`config.mk`:
```
export PLATFORM = sky130hd
export DESIGN_NAME = abcfg_top
export DESIGN_NICKNAME = d
export VERILOG_FILES = /design/src/abcfg_pkg.sv /design/src/abcfg_top.sv /design/src/abcfg_gain_dec.sv
export SDC_FILE = /design/constraint.sdc
export NUM_CORES = 1
export LEC_CHECK = 0
export BUFFER_PORTS_ARGS = -buffer_cell sky130_fd_sc_hd__buf_2
export CORE_AREA = 2 2 95 97
export DETAILED_ROUTE_END_ITERATION = 7
export DIE_AREA = 0 0 97 99
export MAX_ROUTING_LAYER = met4
export PLACE_DENSITY = 0.67
export SYNTH_ARGS = -nofsm -noshare
export SYNTH_HDL_FRONTEND = slang
export SYNTH_SLANG_ARGS = --single-unit
```
`constraint.sdc`:
```
create_clock -name clk_i -period 2 [get_ports clk_i]
set_clock_uncertainty 0.05 [all_clocks]
set_input_delay 0.4 -clock clk_i [delete_from_list [all_inputs] [get_ports clk_i]]
set_output_delay 0.4 -clock clk_i [all_outputs]
set_load 0.01 [all_outputs]
```
`src/abcfg_pkg.sv`:
```
`default_nettype none

package abcfg_pkg;

	// ----------------------------------------------------------------
	// Bus widths and addresses
	// ----------------------------------------------------------------
	localparam int          ABCFG_AW         = 8;
	localparam int          ABCFG_DW         = 16;
	localparam int          ABCFG_RESULT_W   = 24;
	localparam logic [7:0]  ADDR_STEP_CFG    = 8'hdf;
	localparam logic [7:0]  ADDR_VCONV_CFG   = 8'he0;

	// ----------------------------------------------------------------
	// Reset values and writable-bit masks
	// ----------------------------------------------------------------
	localparam logic [15:0] STEP_CFG_RESET   = 16'h000f;
	localparam logic [15:0] VCONV_CFG_RESET  = 16'h8010;
	localparam logic [15:0] STEP_CFG_WMASK   = 16'he01f;
	localparam logic [15:0] VCONV_CFG_WMASK  = 16'h8f3f;
	localparam logic [15:0] DATA_ZERO        = 16'h0000;
	localparam logic [23:0] RESULT_ZERO      = 24'h000000;

	// ----------------------------------------------------------------
	// Sequencer last-step field positions
	// ----------------------------------------------------------------
	localparam int          STEP_EN_BIT      = 15;
	localparam int          STEP_GAIN_LSB    = 13;
	localparam int          STEP_NEG_BIT     = 4;
	localparam int          STEP_POS_LSB     = 0;

	// ----------------------------------------------------------------
	// Voltage converter field positions
	// ----------------------------------------------------------------
	localparam int          VC_EN_BIT        = 15;
	localparam int          VC_GAIN_LSB      = 10;
	localparam int          VC_MUX_LSB       = 8;
	localparam int          OW_SRC_PIN_BIT   = 5;
	localparam int          OW_SNK_PIN_BIT   = 4;
	localparam int          OW_SRC_MAG_LSB   = 2;
	localparam int          OW_SNK_MAG_LSB   = 0;

	// ----------------------------------------------------------------
	// Encodings
	// ----------------------------------------------------------------
	localparam logic [1:0]  GAIN_CODE_X1     = 2'h0;
	localparam logic [1:0]  GAIN_CODE_X2     = 2'h1;
	localparam logic [2:0]  GAIN_X1          = 3'h1;
	localparam logic [2:0]  GAIN_X2          = 3'h2;
	localparam logic [2:0]  GAIN_X4          = 3'h4;
	localparam logic [3:0]  POS_TEMP         = 4'h8;
	localparam logic [3:0]  POS_SHORT        = 4'h9;
	localparam logic [3:0]  POS_TEST_DAC     = 4'ha;
	localparam logic [3:0]  POS_ANALOG_RAIL  = 4'he;
	localparam logic [3:0]  POS_DIGITAL_RAIL = 4'hf;
	localparam logic [2:0]  SRC_EXTERNAL     = 3'h0;
	localparam logic [2:0]  SRC_TEMP         = 3'h1;
	localparam logic [2:0]  SRC_SHORT        = 3'h2;
	localparam logic [2:0]  SRC_TEST_DAC     = 3'h3;
	localparam logic [2:0]  SRC_ANALOG_RAIL  = 3'h4;
	localparam logic [2:0]  SRC_DIGITAL_RAIL = 3'h5;
	localparam logic [2:0]  SRC_OTHER        = 3'h6;
	localparam logic [1:0]  MAG_OFF          = 2'h0;
	localparam logic [1:0]  MAG_LOW          = 2'h1;
	localparam logic [1:0]  MAG_MID          = 2'h2;
	localparam logic [7:0]  UA_OFF           = 8'h00;
	localparam logic [7:0]  UA_LOW           = 8'h04;
	localparam logic [7:0]  UA_MID           = 8'h28;
	localparam logic [7:0]  UA_HIGH          = 8'hf0;

	// Magnitude code to microamperes
	function automatic logic [7:0] abcfg_mag_ua(input logic [1:0] code);
		logic [7:0] ua;
		ua = UA_HIGH;
		if (code == MAG_OFF) begin
			ua = UA_OFF;
		end else if (code == MAG_LOW) begin
			ua = UA_LOW;
		end else if (code == MAG_MID) begin
			ua = UA_MID;
		end
		return ua;
	endfunction

	// Positive select code to source kind
	function automatic logic [2:0] abcfg_src_kind(input logic [3:0] code);
		logic [2:0] kind;
		kind = SRC_OTHER;
		if (code < POS_TEMP) begin
			kind = SRC_EXTERNAL;
		end else if (code == POS_TEMP) begin
			kind = SRC_TEMP;
		end else if (code == POS_SHORT) begin
			kind = SRC_SHORT;
		end else if (code == POS_TEST_DAC) begin
			kind = SRC_TEST_DAC;
		end else if (code == POS_ANALOG_RAIL) begin
			kind = SRC_ANALOG_RAIL;
		end else if (code == POS_DIGITAL_RAIL) begin
			kind = SRC_DIGITAL_RAIL;
		end
		return kind;
	endfunction

endpackage

`default_nettype wire

```
`src/abcfg_top.sv`:
```
// Summary of operation
// - Step enable bit includes last sequencer step
// - Step gain: 00 one, 01 two, else four
// - Negative select: ground or input seven
// - Codes 0-7 external inputs, 8 temperature
// - Codes 8 and up pick negative automatically
// - Short, test DAC, analog/digital rails on codes 9, 10, 14, 15
// - Result zero when disabled, standby, power-down
// - Counter cleared while both converters disabled
// - Voltage converter gain: one, two, four
// - Mux: normal, swapped, shorted, test DAC
// - Bit 5 steers open-wire source pin
// - Bit 4 steers open-wire sink pin
// - Source magnitude: off, 4, 40, 240 uA
// - Sink magnitude uses same encoding
// - Converter register at E0h, reset 8010h
// - Last-step register at DFh, reset 000Fh
//
// The strobed register port was left to the implementer.
`default_nettype none

module abcfg_top (
	input  wire logic        clk_i,
	input  wire logic        rst_i,
	input  wire logic [7:0]  addr_i,
	input  wire logic [15:0] wdata_i,
	input  wire logic        wr_i,
	input  wire logic        rd_i,
	output logic      [15:0] rdata_o,
	input  wire logic        standby_i,
	input  wire logic        powerdown_i,
	input  wire logic        current_conv_b_en_i,
	input  wire logic [23:0] vconv_data_i,
	input  wire logic        vconv_data_valid_i,
	input  wire logic        conv_tick_i,
	output logic             step_enable_o,
	output logic      [2:0]  step_gain_o,
	output logic      [3:0]  step_pos_sel_o,
	output logic      [2:0]  step_src_o,
	output logic             step_neg_auto_o,
	output logic             step_neg_seven_o,
	output logic             vconv_enable_o,
	output logic      [2:0]  vconv_gain_o,
	output logic      [3:0]  vconv_mux_o,
	output logic             ow_source_pin_o,
	output logic             ow_sink_pin_o,
	output logic      [7:0]  ow_source_ua_o,
	output logic      [7:0]  ow_sink_ua_o,
	output logic      [23:0] vconv_result_o,
	output logic      [1:0]  conv_count_o
);

	// ----------------------------------------------------------------
	// Register storage and next values
	// ----------------------------------------------------------------
	logic [15:0] step_cfg;
	logic [15:0] vconv_cfg;
	logic [15:0] next_step_cfg;
	logic [15:0] next_vconv_cfg;
	logic [2:0]  next_step_gain;
	logic [2:0]  next_vconv_gain;
	logic [3:0]  next_pos;
	logic [1:0]  next_mux;
	logic        wr_step;
	logic        wr_vconv;

	// Write decode
	always_comb begin
		wr_step  = 1'b0;
		wr_vconv = 1'b0;
		if (wr_i && addr_i == abcfg_pkg::ADDR_STEP_CFG) begin
			wr_step = 1'b1;
		end else if (wr_i && addr_i == abcfg_pkg::ADDR_VCONV_CFG) begin
			wr_vconv = 1'b1;
		end
	end

	// Masked next values; reserved bits never stored
	always_comb begin
		next_step_cfg  = step_cfg;
		next_vconv_cfg = vconv_cfg;
		if (wr_step) begin
			next_step_cfg = wdata_i & abcfg_pkg::STEP_CFG_WMASK;
		end
		if (wr_vconv) begin
			next_vconv_cfg = wdata_i & abcfg_pkg::VCONV_CFG_WMASK;
		end
	end

	// ----------------------------------------------------------------
	// Configuration registers
	// ----------------------------------------------------------------
	// Last-step register
	always_ff @(posedge clk_i) begin
		if (rst_i) begin
			step_cfg <= abcfg_pkg::STEP_CFG_RESET;
		end else begin
			step_cfg <= next_step_cfg;
		end
	end

	// Voltage converter register
	always_ff @(posedge clk_i) begin
		if (rst_i) begin
			vconv_cfg <= abcfg_pkg::VCONV_CFG_RESET;
		end else begin
			vconv_cfg <= next_vconv_cfg;
		end
	end

	// ----------------------------------------------------------------
	// Read port
	// ----------------------------------------------------------------
	// Data valid only in the cycle after the strobe
	always_ff @(posedge clk_i) begin
		if (rst_i) begin
			rdata_o <= abcfg_pkg::DATA_ZERO;
		end else if (rd_i && addr_i == abcfg_pkg::ADDR_STEP_CFG) begin
			rdata_o <= step_cfg;
		end else if (rd_i && addr_i == abcfg_pkg::ADDR_VCONV_CFG) begin
			rdata_o <= vconv_cfg;
		end else begin
			rdata_o <= abcfg_pkg::DATA_ZERO;
		end
	end

	// ----------------------------------------------------------------
	// Gain decoders
	// ----------------------------------------------------------------
	abcfg_gain_dec u_step_gain (
		.code_i (next_step_cfg[abcfg_pkg::STEP_GAIN_LSB +: 2]),
		.gain_o (next_step_gain)
	);

	abcfg_gain_dec u_vconv_gain (
		.code_i (next_vconv_cfg[abcfg_pkg::VC_GAIN_LSB +: 2]),
		.gain_o (next_vconv_gain)
	);

	assign next_pos = next_step_cfg[abcfg_pkg::STEP_POS_LSB +: 4];
	assign next_mux = next_vconv_cfg[abcfg_pkg::VC_MUX_LSB +: 2];

	// ----------------------------------------------------------------
	// Sequencer last-step controls
	// ----------------------------------------------------------------
	// Step controls track the register in the same edge
	always_ff @(posedge clk_i) begin
		if (rst_i) begin
			step_enable_o    <= abcfg_pkg::STEP_CFG_RESET[abcfg_pkg::STEP_EN_BIT];
			step_gain_o      <= abcfg_pkg::GAIN_X1;
			step_pos_sel_o   <= abcfg_pkg::POS_DIGITAL_RAIL;
			step_src_o       <= abcfg_pkg::SRC_DIGITAL_RAIL;
			step_neg_auto_o  <= 1'b1;
			step_neg_seven_o <= 1'b0;
		end else begin
			step_enable_o    <= next_step_cfg[abcfg_pkg::STEP_EN_BIT];
			step_gain_o      <= next_step_gain;
			step_pos_sel_o   <= next_pos;
			step_src_o       <= abcfg_pkg::abcfg_src_kind(next_pos);
			step_neg_auto_o  <= next_pos[3];
			// Negative select only counts for external codes
			step_neg_seven_o <= !next_pos[3] && next_step_cfg[abcfg_pkg::STEP_NEG_BIT];
		end
	end

	// ----------------------------------------------------------------
	// Voltage converter controls
	// ----------------------------------------------------------------
	// Enable, gain and one-hot input routing
	always_ff @(posedge clk_i) begin
		if (rst_i) begin
			vconv_enable_o <= abcfg_pkg::VCONV_CFG_RESET[abcfg_pkg::VC_EN_BIT];
			vconv_gain_o   <= abcfg_pkg::GAIN_X1;
			vconv_mux_o    <= 4'h1;
		end else begin
			vconv_enable_o <= next_vconv_cfg[abcfg_pkg::VC_EN_BIT];
			vconv_gain_o   <= next_vconv_gain;
			vconv_mux_o    <= 4'h1 << next_mux;
		end
	end

	// Open-wire test current routing and magnitudes
	always_ff @(posedge clk_i) begin
		if (rst_i) begin
			ow_source_pin_o <= abcfg_pkg::VCONV_CFG_RESET[abcfg_pkg::OW_SRC_PIN_BIT];
			ow_sink_pin_o   <= abcfg_pkg::VCONV_CFG_RESET[abcfg_pkg::OW_SNK_PIN_BIT];
			ow_source_ua_o  <= abcfg_pkg::UA_OFF;
			ow_sink_ua_o    <= abcfg_pkg::UA_OFF;
		end else begin
			ow_source_pin_o <= next_vconv_cfg[abcfg_pkg::OW_SRC_PIN_BIT];
			ow_sink_pin_o   <= next_vconv_cfg[abcfg_pkg::OW_SNK_PIN_BIT];
			ow_source_ua_o  <= abcfg_pkg::abcfg_mag_ua(
				next_vconv_cfg[abcfg_pkg::OW_SRC_MAG_LSB +: 2]);
			ow_sink_ua_o    <= abcfg_pkg::abcfg_mag_ua(
				next_vconv_cfg[abcfg_pkg::OW_SNK_MAG_LSB +: 2]);
		end
	end

	// ----------------------------------------------------------------
	// Conversion result and counter
	// ----------------------------------------------------------------
	// Result held at zero while converter may not run
	always_ff @(posedge clk_i) begin
		if (rst_i) begin
			vconv_result_o <= abcfg_pkg::RESULT_ZERO;
		end else if (!vconv_enable_o || standby_i || powerdown_i) begin
			vconv_result_o <= abcfg_pkg::RESULT_ZERO;
		end else if (vconv_data_valid_i) begin
			vconv_result_o <= vconv_data_i;
		end
	end

	// Counter wraps; clear wins over count
	always_ff @(posedge clk_i) begin
		if (rst_i) begin
			conv_count_o <= 2'h0;
		end else if (!vconv_enable_o && !current_conv_b_en_i) begin
			conv_count_o <= 2'h0;
		end else if (conv_tick_i) begin
			conv_count_o <= conv_count_o + 2'h1;
		end
	end
endmodule

`default_nettype wire

```
`src/abcfg_gain_dec.sv`:
```
`default_nettype none

// Gain code to gain factor; codes 10b and 11b both give four
module abcfg_gain_dec (
	input  wire logic [1:0] code_i,
	output logic      [2:0] gain_o
);

	// ----------------------------------------------------------------
	// Decode
	// ----------------------------------------------------------------
	always_comb begin
		if (code_i == abcfg_pkg::GAIN_CODE_X1) begin
			gain_o = abcfg_pkg::GAIN_X1;
		end else if (code_i == abcfg_pkg::GAIN_CODE_X2) begin
			gain_o = abcfg_pkg::GAIN_X2;
		end else begin
			gain_o = abcfg_pkg::GAIN_X4;
		end
	end

endmodule

`default_nettype wire

```
# Word-level counts from Yosys, hierarchy flattened
# Index checks and enable logic that the tools add are counted.
[totals] inputBits=57 register_bits=100 out_inout_bits=81
[op_classes] n_mux=19 reduce_logical=26 addsub=1 bitwise_logic=1 n_shift=1 magnitude_cmp=1 eq_ne=13
[ops] cell="$mux 16" count=4
[ops] cell="$mux 3" count=8
[ops] cell="$eq 4x4->1 const B" count=5
[ops] cell="$eq 8x8->1 const B" count=2
[ops] cell="$mux 8" count=2
[ops] cell="$reduce_or 2->1" count=7
[ops] cell="$reduce_or 3->1" count=4
[ops] cell="$eq 2x1->1 const B" count=4
[ops] cell="$logic_not 2->1" count=4
[ops] cell="$logic_and 1x1->1" count=6
[ops] cell="$eq 2x2->1 const B" count=2
[ops] cell="$lt 4x4->1 const B" count=1
[ops] cell="$mux 2" count=2
[ops] cell="$shl 1x2->4 const A" count=1
[ops] cell="$logic_not 1->1" count=3
[ops] cell="$mux 1" count=3
[ops] cell="$add 2x1->2 const B" count=1
[ops] cell="$logic_or 1x1->1" count=2
[ops] cell="$not 1->1" count=1

# Longest topological paths before layout
[logic_depth] ltp_word=11 ltp_mapped=6 mapped_depth_nobuf=3

# By module
# A second synthesis with hierarchy kept.
[hier_totals] cells_unflattened=342 area_unflattened_um2=3373.2
[modules_own_cells] mod="abcfg_top" n_inst=1 seq_area_each_um2=1601.5 area_per_inst_um2=3345.7 cells_each=336
[modules_own_cells] mod="abcfg_gain_dec" n_inst=2 seq_area_each_um2=0.0 area_per_inst_um2=13.8 cells_each=3

# Least setup slack after synthesis
# No wires, ideal clock.
[synth_timing] path_type="input to register" from="input addr_i[4]" to="register ow_source_ua_o[6]" setup_ns=0.116 arrival_ns=1.419 path_buffers=1 path_stages=4 slack_ns=0.415 required_time_ns=1.834 path_cell_list="nor4b_4 > nand3_2 > buf_2 > a41o_1"
[synth_via] elab_chain_cells=7 word_cells_on_any_way=12 classes_between="eq/ne (4); mux (4); reduce/logical (4)"
[synth_rtl] element="start: declaration" line="abcfg_top.sv:25" rtl="input wire logic [7:0] addr_i,"
[synth_rtl] element="$eq 8x8->1" line="abcfg_top.sv:73" rtl="end else if (wr_i && addr_i == abcfg_pkg::ADDR_VCONV_CFG) begin"
[synth_rtl] element="$logic_and 1x1->1" line="abcfg_top.sv:73"
[synth_rtl] element="$mux 1" line="abcfg_top.sv:73"
[synth_rtl] element="$mux 1 *" line="abcfg_top.sv:71" rtl="if (wr_i && addr_i == abcfg_pkg::ADDR_STEP_CFG) begin"
[synth_rtl] element="$mux 16 *" line="abcfg_top.sv:85" rtl="if (wr_vconv) begin"
[synth_rtl] element="$eq 2x1->1, or another cell as far along" line="abcfg_pkg.sv:77" rtl="end else if (code == MAG_LOW) begin"
[synth_rtl] element="$reduce_or 3->1 (no line) / $mux 8 (equally long branches)"
[synth_rtl] element="end signal: assignment" line="abcfg_top.sv:187" rtl="ow_source_ua_o <= abcfg_pkg::UA_OFF;"
[synth_rtl] element="end signal: assignment" line="abcfg_top.sv:192" rtl="ow_source_ua_o <= abcfg_pkg::abcfg_mag_ua("
[synth_rtl] element="end: declaration" line="abcfg_top.sv:47" rtl="output logic [7:0] ow_source_ua_o,"
# Mark *: on every way between the ends. The rest lies on a longest branch, timed or not.
# A chain may end at the register's enable or synchronous reset.

==> results.py <==
metrics = {
    "synthesis": {
        "ys_seq_area_frac": 0.479,
        "avgSynthCellArea_um2": 9.78,
        "postSynth.asyncResetShare": 0,
        "synth-warning-count": 0,
        "synth_area_um2": 3340,
        "ys.flop_type": "dfxtp_1",
        "synth_cell_type_count": 45,
        "synth_cells": 342,
        "synth_seq_cells": 80,
        "synth_edf_count": 0,
    },
    "worst_hold_path": {
        "holdCritPathClass": "in -> reg",
        "hold_depth": 3,
    },
    "floorplanning": {
        "coreArea_um2": 8550,
        "die_y_um": 99,
        "num_io_pins": 138,
        "die-area_um2": 9600,
        "die_x_um": 97,
        "rows": 34,
        "initial_core_util": 0.391,
    },
    "place": {
        "dp_slack_ns": 0.186,
        "dp_cells": 563,
        "placed_area_um2": 4050,
        "dp_hpwl_um": 6250,
        "io_buffers": 127,
        "place.gp.congestion": 0.849,
    },
    "worst_setup_path": {
        "crit_path_top_delay_cell": "dfxtp_1",
        "critPathBufInv": 1,
        "cp_max_fo": 8,
        "slowest_delay_ns": 0.49,
        "r2r_cells": 3,
        "cp.required_ns": 1.55,
        "cp_data_arrival_time_ns": 1.02,
        "cp-end-kind": "output pin",
        "critical-path-top-delay-family": "flip-flops",
        "path_cells": "buf_2",
        "cp-start-kind": "flip-flop",
        "critical_path_class": "reg -> out",
        "path_depth": 1,
    },
    "pwr": {
        "powerDensity_nw_per_um2": 721,
        "power.total_mw": 3.06,
        "ir_worst_vdd_mv": 0.290,
        "cellLeakagePower_nw": 2.01,
    },
    "cts": {
        "clk_latency_ns": 0.35,
        "numCtsBuffers": 9,
        "cts-root-buf": "clkbuf_8",
        "htreeDepth": 3,
        "clk_pin_slew_worst_paths_ns": 0.08,
        "clockBufferDepth": 2,
        "post_cts_resize_count": 0,
        "post_cts_buffers": 0,
        "cts_tree": "built",
        "holdBufCountCts": 0,
        "cts.sinks": 80,
    },
    "sta": {
        "period_minus_slack_ns": 1.47,
        "holdWs_ns": 0.229,
        "worst_slew_pin_slew_ns": 0.675,
        "drv_slew": 0,
        "rsz0062_at_grt": "no",
        "tns_ns": 0,
        "slew_headroom": 0.550,
        "setup-violations-final": 0,
        "finalWorstSetupSlack_ns": 0.526,
        "fmax_mhz": 678,
        "finalHoldViolCount": 0,
        "min_period_over_period": 0.737,
    },
    "finish": {
        "multi_input_area_um2": 1530,
        "seq_area_um2": 1600,
        "final_cells": 579,
        "post-route-util": 0.497,
        "antennaDiodeCount": 0,
        "areaGrowthSynthToFinish_pct": 27.0,
        "drive_above_1_share": 0.357,
        "nets": 523,
        "nFillCells": 833,
        "fin_area_um2": 4250,
    },
    "drt": {
        "via_per_inst": 5.04,
        "drtPass1Iterations": 4,
        "first_iter_violations": 114,
        "route.met2.wl_um": 3910,
        "drc": 0,
        "wl_per_cell_um": 14.3,
        "finalWirelength_um": 8290,
        "top_layer": "met4",
        "ant_nets": 0,
        "drt-met1-wl_um": 3750,
        "vias": 2919,
        "wl_met3_um": 523,
    },
    "global_route": {
        "antenna_found_initial": 0,
        "grt_overflow": 0,
        "grt_max_degree": 25,
        "grt_usage": 0.178,
        "grt_pass1_vias": 2738,
        "grt_pass1_wl_um": 13300,
    },
    "run": {
        "maxCapViolCount": 0,
    },
    "outcome": {
        "outcome": "complete, no violations",
    },
}
[worst paths after layout]
check / startpoint / endpoint / slack, ns
setup / recovery: step_cfg[2] / step_pos_sel_o[2] / 0.53
hold / removal: vconv_data_i[20] / vconv_result_o[20] / 0.23
setup reg to reg: step_cfg[2] / step_src_o[1] / 0.82
hold reg to reg: step_cfg[4] / step_cfg[4] / 0.43
[layer usage]
metal  global-route usage  vias up
met2                0.276      121
met4               0.0758        0
met5                    -        -
met3               0.0369        9
met1                0.226     1350
li1                     -     1439
[placed cells by master (no fill, tap or decap), types with 3 or more instances in the layout]
cell,n
nand2b_1,8
inv_1,3
nor4_1,3
and3_1,9
mux2i_1,42
nor2_1,48
conb_1,7
mux2_1,5
nand3_1,14
buf_4,18
o31ai_1,7
o21ai_0,3
nor3b_1,5
buf_2,127
nand2_1,14
nor3_1,4
a31o_1,4
nand3b_1,4
dfxtp_1,80
a21oi_1,13
nand4_1,10
clkbuf_8,10
a41o_1,3
[area by class of cell]
class | count | share of cell area
Clock buffer | 11 | 0.0333
Sequential cell | 80 | 0.377
Tap cell | 108 | 0.0318
Multi-Input combinational cell | 227 | 0.360
Inverter | 3 | 0.00265
Clock inverter | 5 | 0.0133
Timing Repair Buffer | 145 | 0.181
[flip-flops by register name, summed over array words and instances (netlist names)]
register and count:
step_cfg 8, vconv_mux_o 4, conv_count_o 2, vconv_result_o 24, ow_sink_ua_o 4, rdata_o 13
ow_source_ua_o 4, step_src_o 3, step_gain_o 3, vconv_gain_o 3, vconv_cfg 11, step_neg_seven_o 1
[power breakdown]
| group | internal (mW) | switching (mW) |
|---|---|---|
| Sequential | 1.61 | 0.00784 |
| Combinational | 0.109 | 0.148 |
| Clock | 0.609 | 0.583 |
| Total | 2.32 | 0.739 |
[Yosys cell counts, drive strengths merged (3+ instances only)]
| cell | n | area (um^2) |
|---|---|---|
| mux2i | 42 | 420 |
| o31ai | 8 | 65.1 |
| a21oi | 13 | 65.1 |
| nor3 | 5 | 36.3 |
| nand2b | 8 | 50.1 |
| nand2 | 14 | 52.6 |
| a41o | 3 | 30.0 |
| mux2 | 5 | 56.3 |
| clkbuf | 13 | 48.8 |
| buf | 25 | 174 |
| nor2 | 49 | 191 |
| nor3b | 5 | 37.5 |
| nand3 | 15 | 80.1 |
| nand4 | 10 | 62.6 |
| dfxtp | 80 | 1600 |
| inv | 3 | 11.3 |
| a31o | 4 | 35.0 |
| nand3b | 4 | 30.0 |
| nor4 | 5 | 52.6 |
| o21ai | 3 | 15.0 |
| and3 | 9 | 56.3 |
[kinds of logic (layout without fill, tap and decap cells)]
| group | count (synthesis) | in the layout | share of synthesized area |
|---|---|---|---|
| flip-flops | 80 | 80 | 0.479 |
| buffers and inverters | 41 | 164 | 0.0700 |
| multiplexers | 47 | 47 | 0.143 |
| AO/OA/AOI/OAI | 40 | 40 | 0.0861 |
| AND/OR/NAND/NOR | 131 | 131 | 0.216 |
| XOR/XNOR | 2 | 2 | 0.00524 |
| other | 1 | 7 | 0.00112 |
[tightest hold or removal path: cells and delay by family]
family,cells,cell delay (ns)
buffers and inverters,1,0.08
multiplexers,1,0.05
AND/OR/NAND/NOR,1,0.07
No activity file was read; power rests on OpenSTA's default activity.
